===== config.mk =====
export PLATFORM = sky130hd
export DESIGN_NAME = lcc_common_ctrl
export DESIGN_NICKNAME = d
export VERILOG_FILES = /design/src/lcc_pkg.sv /design/src/lcc_sync_if.sv /design/src/lcc_common_ctrl.sv /design/src/lcc_sync.sv
export VERILOG_INCLUDE_DIRS = /design/src /design/src/src
export SDC_FILE = /design/constraint.sdc
export NUM_CORES = 1
export LEC_CHECK = 0
export ABC_AREA = 1
export BUFFER_PORTS_ARGS = -buffer_cell sky130_fd_sc_hd__buf_4
export CAP_MARGIN = 30
export CORE_MARGIN = 10
export CORE_UTILIZATION = 50
export DETAILED_ROUTE_END_ITERATION = 8
export GPL_TIMING_DRIVEN = 0
export PLACE_DENSITY = 0.77
export REMOVE_ABC_BUFFERS = 1
export SETUP_SLACK_MARGIN = 0.15
export SLEW_MARGIN = 40
export SYNTH_ARGS = -nofsm -noshare
export SYNTH_HDL_FRONTEND = slang
export SYNTH_HIERARCHICAL = 1
export SYNTH_SLANG_ARGS = --single-unit

===== constraint.sdc =====
create_clock -name mclk_in -period 2.35 [get_ports mclk_in]
set_clock_uncertainty 0.05 [all_clocks]
set_input_delay 0.1175 -clock mclk_in [delete_from_list [all_inputs] [get_ports mclk_in]]
set_output_delay 0.1175 -clock mclk_in [all_outputs]
set_load 0.005 [all_outputs]

===== src/lcc_defs.svh =====
// Offsets, field positions, reset values and timing counts of the block
`ifndef LCC_DEFS_SVH
`define LCC_DEFS_SVH

// ------------------------------------------------------------
// Register offsets and reset value
// ------------------------------------------------------------
`define LCC_COMMON_CONTROL_ONE_OFF 5'h00
`define LCC_COMMON_CONTROL_TWO_OFF 5'h01
`define LCC_ECNT_HI_OFF 5'h11
`define LCC_ECNT_LO_OFF 5'h12
`define LCC_CCR_RESET 8'h00

// ------------------------------------------------------------
// Field positions, first control register
// ------------------------------------------------------------
`define LCC_B_ETS 7
`define LCC_B_NRZ 6
`define LCC_B_CARRIER_LOSS_ALT_CRITERIA 5
`define LCC_B_ERROR_COUNTER_UPDATE 4
`define LCC_B_JITTER_CLOCK_MUX 3
`define LCC_B_TX_CLOCK_TO_JITTER_CLOCK 2
`define LCC_B_TX_CLOCK_TO_RX_CLOCK 1
`define LCC_B_FAIL 0

// ------------------------------------------------------------
// Field positions, second control register
// ------------------------------------------------------------
`define LCC_B_ALSEL 7
`define LCC_B_CURRENT_LIMIT_DISABLE 5
`define LCC_B_CUSTOM_DRIVER_SELECT 4
`define LCC_B_RZSD 3
`define LCC_B_TZSD 2
`define LCC_B_TX_SAMPLE_EDGE_SELECT 1
`define LCC_B_RX_UPDATE_EDGE_SELECT 0

// ------------------------------------------------------------
// Carrier loss and excessive-zero thresholds in consecutive zeros
// ------------------------------------------------------------
`define LCC_ZRUN_W 12
`define LCC_CL_E1 12'h0FF
`define LCC_CL_T1 12'h0C0
`define LCC_CL_E1_ALT 12'h800
`define LCC_CL_T1_ALT 12'h608
`define LCC_EXZ_E1 12'h004
`define LCC_EXZ_T1 12'h008
`define LCC_ECNT_W 16

// ------------------------------------------------------------
// Timing
// ------------------------------------------------------------
`define LCC_MCLK_NS 100
`define LCC_LOTC_NS 5000
`define LCC_LOTC_CYC ((`LCC_LOTC_NS + `LCC_MCLK_NS - 1) / `LCC_MCLK_NS)
`define LCC_IDLE_W 7

// ------------------------------------------------------------
// Synchroniser bit positions
// ------------------------------------------------------------
`define LCC_SYNC_W 25
`define LCC_SI_TXC 0
`define LCC_SI_RXC 1
`define LCC_SI_MCK 2
`define LCC_SI_PLL 3
`define LCC_SI_TXP 4
`define LCC_SI_TXN 5
`define LCC_SI_RLP 6
`define LCC_SI_RLN 7
`define LCC_SI_CS 8
`define LCC_SI_WR 9
`define LCC_SI_RD 10
`define LCC_SI_HW 11
`define LCC_SI_ADDR 12
`define LCC_SI_DATA 17

`endif


===== src/lcc_pkg.sv =====
// State types of the common control block
package lcc_pkg;
`include "lcc_defs.svh"

  typedef struct packed {
    logic [`LCC_SYNC_W-1:0] s1;
    logic [`LCC_SYNC_W-1:0] s2;
    logic [`LCC_SYNC_W-1:0] s3;
    logic [`LCC_SYNC_W-1:0] lvl;
    logic [`LCC_SYNC_W-1:0] prev;
  } lcc_sync_st_t;

  typedef struct packed {
    logic [7:0] common_control_one;
    logic [7:0] common_control_two;
    logic error_counter_update_prev;
    logic snap_pending;
    logic [`LCC_ECNT_W-1:0] err_run;
    logic [`LCC_ECNT_W-1:0] err_snap;
    logic [`LCC_ZRUN_W-1:0] zero_run;
    logic carrier_loss;
    logic mark_seen;
    logic last_pos;
    logic pend_pos;
    logic pend_neg;
    logic rx_pos;
    logic rx_neg;
    logic rclk;
    logic jclk;
    logic tx_line_clock;
    logic [`LCC_IDLE_W-1:0] tx_idle;
    logic tx_lost;
    logic tx_pos;
    logic tx_neg;
    logic alarm;
    logic limit_en;
    logic square;
    logic open_drain;
    logic rx_subst_en;
    logic tx_subst_en;
    logic [7:0] rd_data;
    logic data_oe;
  } lcc_state_t;
endpackage


===== src/lcc_sync_if.sv =====
// Synchronised pin levels and their edges
`timescale 1ns/1ps
interface lcc_sync_if #(parameter int W = 25);
  logic [W-1:0] lvl;
  logic [W-1:0] rise;
  logic [W-1:0] fall;
  modport src (output lvl, output rise, output fall);
  modport dst (input lvl, input rise, input fall);
endinterface


===== src/lcc_common_ctrl.sv =====
// Two common control registers of one line-interface channel
`timescale 1ns/1ps
`include "lcc_defs.svh"
module lcc_common_ctrl
  import lcc_pkg::*;
(
  // Clock and reset
  input wire logic mclk_in,
  input wire logic rst_n_in,
  // Host register port
  input wire logic host_cs_n_in,
  input wire logic host_wr_n_in,
  input wire logic host_rd_n_in,
  input wire logic [4:0] host_addr_in,
  input wire logic [7:0] host_data_in,
  output logic [7:0] host_data_out,
  output logic host_data_oe_out,
  // Clock sources
  input wire logic master_clock_in,
  input wire logic pll_clock_in,
  input wire logic tx_line_clock_in,
  input wire logic rx_line_clock_in,
  output logic jitter_attenuator_clock_out,
  output logic rx_recovered_clock_out,
  output logic tx_logic_clock_out,
  // Transmit system rails
  input wire logic tx_positive_rail_in,
  input wire logic tx_negative_rail_in,
  output logic tx_sampled_pos_out,
  output logic tx_sampled_neg_out,
  // Receive line pulses and system rails
  input wire logic rx_line_pos_in,
  input wire logic rx_line_neg_in,
  output logic rx_positive_rail_out,
  output logic rx_negative_rail_out,
  // Mode and status
  input wire logic hardware_mode_in,
  input wire logic [2:0] build_out_select_in,
  output logic alarm_out,
  output logic carrier_loss_out,
  output logic current_limit_enable_out,
  output logic square_wave_out,
  output logic open_drain_out,
  output logic rx_zero_subst_enable_out,
  output logic tx_zero_subst_enable_out,
  output logic e1_t1_select_out,
  output logic nrz_format_enable_out
);

  // ------------------------------------------------------------
  // Pin synchroniser
  // ------------------------------------------------------------
  lcc_sync_if #(.W(`LCC_SYNC_W)) sy ();

  // Strobes enter inverted so the cleared stages match their idle level
  lcc_sync u_sync (
    .mclk_in (mclk_in),
    .rst_n_in (rst_n_in),
    .pins_in ({host_data_in, host_addr_in, hardware_mode_in,
               ~host_rd_n_in, ~host_wr_n_in, ~host_cs_n_in,
               rx_line_neg_in, rx_line_pos_in,
               tx_negative_rail_in, tx_positive_rail_in,
               pll_clock_in, master_clock_in,
               rx_line_clock_in, tx_line_clock_in}),
    .sy (sy.src)
  );

  // ------------------------------------------------------------
  // Decode helpers
  // ------------------------------------------------------------
  function automatic logic hit(input logic [4:0] a,
                               input logic [4:0] off);
    hit = (a == off);
  endfunction

  function automatic logic [7:0] rd_mux(input logic [4:0] a,
                                        input lcc_state_t s);
    rd_mux = 8'h00;
    if (hit(a, `LCC_COMMON_CONTROL_ONE_OFF)) begin
      rd_mux = s.common_control_one;
    end else if (hit(a, `LCC_COMMON_CONTROL_TWO_OFF)) begin
      rd_mux = s.common_control_two;
    end else if (hit(a, `LCC_ECNT_HI_OFF)) begin
      rd_mux = s.err_snap[15:8];
    end else if (hit(a, `LCC_ECNT_LO_OFF)) begin
      rd_mux = s.err_snap[7:0];
    end
  endfunction

  // ------------------------------------------------------------
  // Shorthands
  // ------------------------------------------------------------
  lcc_state_t st;
  lcc_state_t next_st;
  logic txc;
  logic rxc;
  logic e1_t1_select;
  logic [4:0] addr;
  logic [`LCC_ZRUN_W-1:0] cl_thr;
  logic [`LCC_ZRUN_W-1:0] exz_thr;
  logic [`LCC_ZRUN_W-1:0] excuse_run;

  assign txc = sy.lvl[`LCC_SI_TXC];
  assign rxc = sy.lvl[`LCC_SI_RXC];
  assign e1_t1_select = st.common_control_one[`LCC_B_ETS];
  assign addr = sy.lvl[`LCC_SI_ADDR +: 5];
  assign exz_thr = e1_t1_select ? `LCC_EXZ_T1 : `LCC_EXZ_E1;
  assign excuse_run = e1_t1_select ? 12'h003 : 12'h002;
  always_comb begin
    if (st.common_control_one[`LCC_B_CARRIER_LOSS_ALT_CRITERIA]) begin
      cl_thr = e1_t1_select ? `LCC_CL_T1_ALT : `LCC_CL_E1_ALT;
    end else begin
      cl_thr = e1_t1_select ? `LCC_CL_T1 : `LCC_CL_E1;
    end
  end

  // ------------------------------------------------------------
  // Next state
  // ------------------------------------------------------------
  always_comb begin
    logic pos;
    logic neg;
    logic mark;
    logic cv;
    logic bpv;
    logic excessive_zeros;
    logic evt;
    logic rck;
    logic upd;
    logic jck;
    logic tck;
    logic smp;
    jck = 1'b0;
    pos = sy.lvl[`LCC_SI_RLP];
    neg = sy.lvl[`LCC_SI_RLN];
    mark = pos ^ neg;
    cv = pos & neg;
    bpv = mark && st.mark_seen && (pos == st.last_pos) &&
          !(!st.common_control_two[`LCC_B_RZSD] && st.zero_run >= excuse_run);
    excessive_zeros = !mark && !cv && (st.zero_run + 12'h001 == exz_thr);
    evt = bpv || cv || excessive_zeros;
    next_st = st;

    // Host writes and reads
    if (sy.lvl[`LCC_SI_CS] && sy.fall[`LCC_SI_WR]) begin
      if (hit(addr, `LCC_COMMON_CONTROL_ONE_OFF)) begin
        next_st.common_control_one = sy.lvl[`LCC_SI_DATA +: 8];
      end
      if (hit(addr, `LCC_COMMON_CONTROL_TWO_OFF)) begin
        next_st.common_control_two = sy.lvl[`LCC_SI_DATA +: 8];
      end
    end
    next_st.data_oe = sy.lvl[`LCC_SI_CS] && sy.lvl[`LCC_SI_RD];
    next_st.rd_data = rd_mux(addr, st);

    // Receive decode on each receive line clock
    if (sy.rise[`LCC_SI_RXC]) begin
      if (mark || cv) begin
        next_st.zero_run = '0;
        next_st.carrier_loss = 1'b0;
      end else begin
        if (st.zero_run != {`LCC_ZRUN_W{1'b1}}) begin
          next_st.zero_run = st.zero_run + 12'h001;
        end
        if (st.zero_run + 12'h001 >= cl_thr) begin
          next_st.carrier_loss = 1'b1;
        end
      end
      if (mark) begin
        next_st.last_pos = pos;
        next_st.mark_seen = 1'b1;
      end
      if (st.snap_pending) begin
        next_st.err_snap = st.err_run;
        next_st.err_run = {15'h0000, evt};
        next_st.snap_pending = 1'b0;
      end else if (evt && st.err_run != 16'hFFFF) begin
        next_st.err_run = st.err_run + 16'h0001;
      end
      if (st.common_control_one[`LCC_B_NRZ]) begin
        next_st.pend_pos = mark;
        next_st.pend_neg = evt;
      end else begin
        next_st.pend_pos = pos;
        next_st.pend_neg = neg;
      end
    end

    // Snapshot request, set wins over the clear above
    next_st.error_counter_update_prev = st.common_control_one[`LCC_B_ERROR_COUNTER_UPDATE];
    if (st.common_control_one[`LCC_B_ERROR_COUNTER_UPDATE] && !st.error_counter_update_prev) begin
      next_st.snap_pending = 1'b1;
    end

    // Recovered clock and receive rail update
    rck = st.common_control_one[`LCC_B_TX_CLOCK_TO_RX_CLOCK] ? txc : rxc;
    next_st.rclk = rck;
    upd = st.common_control_two[`LCC_B_RX_UPDATE_EDGE_SELECT] ? (!rck && st.rclk) : (rck && !st.rclk);
    if (upd) begin
      next_st.rx_pos = st.pend_pos;
      next_st.rx_neg = st.pend_neg;
    end

    // Jitter attenuator clock
    if (st.common_control_one[`LCC_B_TX_CLOCK_TO_JITTER_CLOCK]) begin
      jck = txc;
    end else if (st.common_control_one[`LCC_B_JITTER_CLOCK_MUX]) begin
      jck = sy.lvl[`LCC_SI_PLL];
    end else begin
      jck = sy.lvl[`LCC_SI_MCK];
    end
    next_st.jclk = jck;

    // Transmit clock loss timer
    if (sy.rise[`LCC_SI_TXC] || sy.fall[`LCC_SI_TXC]) begin
      next_st.tx_idle = '0;
    end else if (st.tx_idle < `LCC_IDLE_W'(`LCC_LOTC_CYC)) begin
      next_st.tx_idle = st.tx_idle + 7'h01;
    end
    next_st.tx_lost = next_st.tx_idle >= `LCC_IDLE_W'(`LCC_LOTC_CYC);

    // Transmit clock failover and rail sampling
    tck = (st.common_control_one[`LCC_B_FAIL] && st.tx_lost) ? jck : txc;
    next_st.tx_line_clock = tck;
    smp = st.common_control_two[`LCC_B_TX_SAMPLE_EDGE_SELECT] ? (tck && !st.tx_line_clock) : (!tck && st.tx_line_clock);
    if (smp) begin
      next_st.tx_pos = sy.lvl[`LCC_SI_TXP];
      next_st.tx_neg = sy.lvl[`LCC_SI_TXN];
    end

    // Alarm pin and driver controls
    if (st.common_control_two[`LCC_B_ALSEL] && !sy.lvl[`LCC_SI_HW]) begin
      next_st.alarm = st.tx_lost;
    end else begin
      next_st.alarm = st.carrier_loss;
    end
    next_st.limit_en = !(!e1_t1_select && st.common_control_two[`LCC_B_CURRENT_LIMIT_DISABLE]);
    next_st.rx_subst_en = !next_st.common_control_two[`LCC_B_RZSD];
    next_st.tx_subst_en = !next_st.common_control_two[`LCC_B_TZSD];
    next_st.square = st.common_control_two[`LCC_B_CUSTOM_DRIVER_SELECT] &&
                     (build_out_select_in == 3'h0);
    next_st.open_drain = st.common_control_two[`LCC_B_CUSTOM_DRIVER_SELECT] &&
                         (build_out_select_in != 3'h0);
  end

  // ------------------------------------------------------------
  // State register
  // ------------------------------------------------------------
  always_ff @(posedge mclk_in or negedge rst_n_in) begin
    if (!rst_n_in) begin
      st <= '0;
      st.common_control_one <= `LCC_CCR_RESET;
      st.common_control_two <= `LCC_CCR_RESET;
      st.limit_en <= 1'b1;
      st.rx_subst_en <= 1'b1;
      st.tx_subst_en <= 1'b1;
    end else begin
      st <= next_st;
    end
  end

  // ------------------------------------------------------------
  // Outputs
  // ------------------------------------------------------------
  assign host_data_out = st.rd_data;
  assign host_data_oe_out = st.data_oe;
  assign jitter_attenuator_clock_out = st.jclk;
  assign rx_recovered_clock_out = st.rclk;
  assign tx_logic_clock_out = st.tx_line_clock;
  assign tx_sampled_pos_out = st.tx_pos;
  assign tx_sampled_neg_out = st.tx_neg;
  assign rx_positive_rail_out = st.rx_pos;
  assign rx_negative_rail_out = st.rx_neg;
  assign alarm_out = st.alarm;
  assign carrier_loss_out = st.carrier_loss;
  assign current_limit_enable_out = st.limit_en;
  assign square_wave_out = st.square;
  assign open_drain_out = st.open_drain;
  assign rx_zero_subst_enable_out = st.rx_subst_en;
  assign tx_zero_subst_enable_out = st.tx_subst_en;
  assign e1_t1_select_out = e1_t1_select;
  assign nrz_format_enable_out = st.common_control_one[`LCC_B_NRZ];

  // ------------------------------------------------------------
  // Checks
  // ------------------------------------------------------------
  property p_nrz_events;
    @(posedge mclk_in) disable iff (!rst_n_in)
    sy.rise[`LCC_SI_RXC] && st.common_control_one[`LCC_B_NRZ] &&
      sy.lvl[`LCC_SI_RLP] && sy.lvl[`LCC_SI_RLN] |=> st.pend_neg;
  endproperty
  a_nrz_events: assert property (p_nrz_events)
    else $error("code violation not flagged in NRZ mode");

  property p_cl_base;
    @(posedge mclk_in) disable iff (!rst_n_in)
    $rose(st.carrier_loss) && !st.common_control_one[`LCC_B_CARRIER_LOSS_ALT_CRITERIA] |->
      st.zero_run == (e1_t1_select ? 12'h0C0 : 12'h0FF);
  endproperty
  a_cl_base: assert property (p_cl_base)
    else $error("carrier loss raised at wrong zero count");

  property p_cl_alt;
    @(posedge mclk_in) disable iff (!rst_n_in)
    $rose(st.carrier_loss) && st.common_control_one[`LCC_B_CARRIER_LOSS_ALT_CRITERIA] |->
      st.zero_run == (e1_t1_select ? 12'h608 : 12'h800);
  endproperty
  a_cl_alt: assert property (p_cl_alt)
    else $error("alternate carrier loss at wrong zero count");

  property p_snap;
    @(posedge mclk_in) disable iff (!rst_n_in)
    st.snap_pending && sy.rise[`LCC_SI_RXC] &&
      !(st.common_control_one[`LCC_B_ERROR_COUNTER_UPDATE] && !st.error_counter_update_prev) |=>
      !st.snap_pending && st.err_run <= 16'h0001 &&
      st.err_snap == $past(st.err_run);
  endproperty
  a_snap: assert property (p_snap)
    else $error("error snapshot not taken on receive clock");

  property p_jitter_src;
    @(posedge mclk_in) disable iff (!rst_n_in)
    !st.common_control_one[`LCC_B_TX_CLOCK_TO_JITTER_CLOCK] && st.common_control_one[`LCC_B_JITTER_CLOCK_MUX] |=>
      st.jclk == $past(sy.lvl[`LCC_SI_PLL]);
  endproperty
  a_jitter_src: assert property (p_jitter_src)
    else $error("jitter clock not taken from PLL");

  property p_tx_to_jitter;
    @(posedge mclk_in) disable iff (!rst_n_in)
    st.common_control_one[`LCC_B_TX_CLOCK_TO_JITTER_CLOCK] |=> st.jclk == $past(txc);
  endproperty
  a_tx_to_jitter: assert property (p_tx_to_jitter)
    else $error("jitter clock not taken from transmit clock");

  property p_tx_to_rx;
    @(posedge mclk_in) disable iff (!rst_n_in)
    st.common_control_one[`LCC_B_TX_CLOCK_TO_RX_CLOCK] |=> st.rclk == $past(txc);
  endproperty
  a_tx_to_rx: assert property (p_tx_to_rx)
    else $error("recovered clock not taken from transmit clock");

  property p_failover;
    @(posedge mclk_in) disable iff (!rst_n_in)
    st.common_control_one[`LCC_B_FAIL] && st.tx_lost |=> st.tx_line_clock == st.jclk;
  endproperty
  a_failover: assert property (p_failover)
    else $error("transmit logic did not switch to jitter clock");

  property p_lost_edge;
    @(posedge mclk_in) disable iff (!rst_n_in)
    sy.rise[`LCC_SI_TXC] |=> !st.tx_lost [*8];
  endproperty
  a_lost_edge: assert property (p_lost_edge)
    else $error("transmit clock loss flagged while toggling");

  property p_alarm;
    @(posedge mclk_in) disable iff (!rst_n_in)
    !st.common_control_two[`LCC_B_ALSEL] |=> st.alarm == $past(st.carrier_loss);
  endproperty
  a_alarm: assert property (p_alarm)
    else $error("alarm does not follow carrier loss");

  property p_limit;
    @(posedge mclk_in) disable iff (!rst_n_in)
    !e1_t1_select && st.common_control_two[`LCC_B_CURRENT_LIMIT_DISABLE] |=> !st.limit_en;
  endproperty
  a_limit: assert property (p_limit)
    else $error("current limiter not disabled");

  property p_driver;
    @(posedge mclk_in) disable iff (!rst_n_in)
    st.common_control_two[`LCC_B_CUSTOM_DRIVER_SELECT] |=> st.square != st.open_drain;
  endproperty
  a_driver: assert property (p_driver)
    else $error("custom driver mode not exclusive");

  property p_tx_sample;
    @(posedge mclk_in) disable iff (!rst_n_in)
    !$past(st.common_control_two[`LCC_B_TX_SAMPLE_EDGE_SELECT]) && $fell(st.tx_line_clock) |->
      st.tx_pos == $past(sy.lvl[`LCC_SI_TXP]);
  endproperty
  a_tx_sample: assert property (p_tx_sample)
    else $error("transmit rail not sampled on falling edge");

endmodule


===== src/lcc_sync.sv =====
// Three-stage pin synchroniser with agreement filter and edge flags
`timescale 1ns/1ps
`include "lcc_defs.svh"
module lcc_sync
  import lcc_pkg::*;
(
  // Clock and reset
  input wire logic mclk_in,
  input wire logic rst_n_in,
  // Raw pins
  input wire logic [`LCC_SYNC_W-1:0] pins_in,
  // Filtered levels and edges
  lcc_sync_if.src sy
);

  lcc_sync_st_t st;
  lcc_sync_st_t next_st;

  // ------------------------------------------------------------
  // Filter: a change counts once stages two and three agree
  // ------------------------------------------------------------
  always_comb begin
    next_st = st;
    next_st.s1 = pins_in;
    next_st.s2 = st.s1;
    next_st.s3 = st.s2;
    next_st.prev = st.lvl;
    for (int i = 0; i < `LCC_SYNC_W; i++) begin
      if (st.s2[i] == st.s3[i]) begin
        next_st.lvl[i] = st.s3[i];
      end
    end
  end

  always_ff @(posedge mclk_in or negedge rst_n_in) begin
    if (!rst_n_in) begin
      st <= '0;
    end else begin
      st <= next_st;
    end
  end

  assign sy.lvl = st.lvl;
  assign sy.rise = st.lvl & ~st.prev;
  assign sy.fall = ~st.lvl & st.prev;

endmodule


==> results.md <==
- Rows: between 40 and 50
- Reg2reg start: st[36]
- Outcome: completed
- Synth Instances: between 900 and 1k
- Max VDD drop: between 600 and 700 uV
- Core Util, Final: between 60% and 70%
- DRC: 0
- Clk sinks: 200
- First-pass GRT wire length: 27780 microns
- CTS Buffer Depth: 2
- Place WS: -241.4 ps
- Dpl hpwl: ~11000 microns
- Iter 0 DRT Violations: roughly 520
- Power density over the cells: a little over 800 nW/um^2
- CP endpoint kind: register
- Post-DR vias/cell: 4.961
- Startpoint types: register
- Area grow syn2layout: 20.05%
- Largest net degree at the start of global routing: between 70 and 80
- Core Footprint: 16520 sq um
- Total Die Area: 22400 sq um
- Critical Path Fanout Max: 4
- Setup Crit Path Kind: register to register
- Die Ht: approximately 150 microns
- CTS tree: built
- Number of buffers added on ports: 54
- Vias in the first global route: around 6k
- Met3 wire len: 818 microns
- Data required, critical path: about 2600 ps
- Max-capacitance violation count: 0
- Layout cells sized above 1: between 15 and 20%
- Routed wl met2: ~8400 microns
- Worst-Skew Late Latency: ~430 ps
- # setup viols final: 0
- IO Pins: 55
- Placed insts: about 1.1k
- Synth Warn #: 6
- CTS Buf Count: 17
- Initial antenna violation count: 0
- Worst path arrival time: 2440 ps
- Tot GR Track Use: between 10% and 20%
- Root buffer cell: clkbuf_16
- Top routing layer in use: met4
- Final period utilization: about 93%
- Setup ws final: about 170 ps
- Reg-to-reg slack, setup: 170 ps
- Clk pin slew, worst setup/hold paths: ~70 ps
- Synthesized area: 8407 sq um
- Leakage: slightly above 0.005 uW
- Slew Viols, Final: 0
- DR vias: approximately 6.1k
- Worst hold margin: between 80 and 90 ps
- Reg2reg end: carrier_loss_out
- Met1 WL: ~7300 microns
- Number of nets with antenna violations after routing: 0
- Worst hold-check path type: primary input to async pin
- GRT overflow: 0
- Diode count: 0
- Nets: approximately 1.0k
- Die width: between 100 and 150 microns
- Design area: a little over 10000 sq um
- Final cell count without fillers: approximately 1.2k
- Worst slew pin tran: 596.6 ps
- Final min period: around 2200 ps
- Fmax: between 0.4 and 0.5 GHz
- Final hold violations: 0
- Average size of a mapped cell: about 9 sq um
- Initial Util: between 50% and 60%
- Gp weighted congestion: 0.8836
- R2R depth: 16
- RSZ-0062 raised after global routing: yes
- Area after DPL: ~8900 sq um
- Routed WL: 16850 microns
- H-tree depth: 4
- Worst slew margin: between 60% and 70%
- First-pass detailed-route iteration total: 6
- Wire per inst: about 14 microns
==> final cells by class <==
cell class,instances,area (sq um)
Clock buffer,19,432.9
Clock inverter,13,132.6
Fill cell,1300,6432
Inverter,139,521.8
Multi-Input combinational cell,524,2769
Sequential cell,200,5015
Tap cell,220,275.3
Timing Repair Buffer,107,945.9
==> routing by layer <==
layer  up-vias  global-route usage (%)
met2       148                   25.16
met5         -                       0
met4         0                   5.831
li1       3010                       -
met1      2877                   19.47
met3        27                   3.865
==> worst max path at each step <==
| stage | endpoint | slack (ps) | depth (start not counted) | from |
|---|---|---|---|---|
| after floorplan | st[35] | 180 | 10 | st[35] |
| after global placement | st[36] | -650 | 10 | st[35] |
| after detailed placement | st[40] | -240 | 10 | st[35] |
| after CTS | carrier_loss_out | 150 | 15 | st[40] |
| after global routing | carrier_loss_out | 50 | 17 | st[39] |
| final | carrier_loss_out | 170 | 16 | st[36] |
==> worst max-delay path, stage by stage, from the launching register on <==
cell and delay [ps]:
dfrtp_2 430, buf_6 110, buf_6 100, nand3_4 80, o21ai_2 150, nand2_2 110
ha_4 250, nand2_1 60, a21oi_1 70, nor2_1 140, nand3_1 100, a21oi_1 120
nand2_1 60, nand2_1 60, nand2_1 50, nand2_1 70, a21oi_2 50
==> registers in the layout, summed over array words and instances (netlist names), 8 cells and up <==
name / cells
st: 71
u_sync/next_st: 50
u_sync/st: 28
u_sync/sy.lvl: 25
host_data_out: 8
==> cell usage in the layout, fill, tap and decap left out, drive strengths merged, types with 2 or more instances in the layout <==
master,n
a21oi,44
buf,77
clkbuf,19
clkinv,2
clkinvlp,3
dfrtp,197
dfstp,3
dlygate4sd3,30
ha,19
inv,146
mux2,4
nand2,206
nand3,58
nand4,12
nor2,84
nor3,8
nor4,4
o2111ai,4
o211ai,2
o21ai,53
o21bai,3
o22ai,8
xor2,12
==> stage by stage <==
step / power, uW / TNS [ps]
final: 8249 / 0
after global routing: 8686 / 0
after CTS: 8167 / 0
after detailed placement: 5281 / -1433
after global placement: 5211 / -37740
after floorplan: 4758 / 0
==> timing repair <==
action                                 in CTS  in global routing
buffers inserted                            6                 14
pin swaps                                   2                 13
setup endpoints to repair                  36                 23
hold buffers                               30                  0
gates cloned                                0                  1
endpoints found under the hold margin     102                  0
gates resized for setup                    11                 35
==> power by group <==
part	total (uW)	switching (uW)	internal, uW
clock	2820	1320	1490
sequential	4120	316	3810
combinational	1310	754	556
Note: power is estimated with default switching activity, not from simulation.
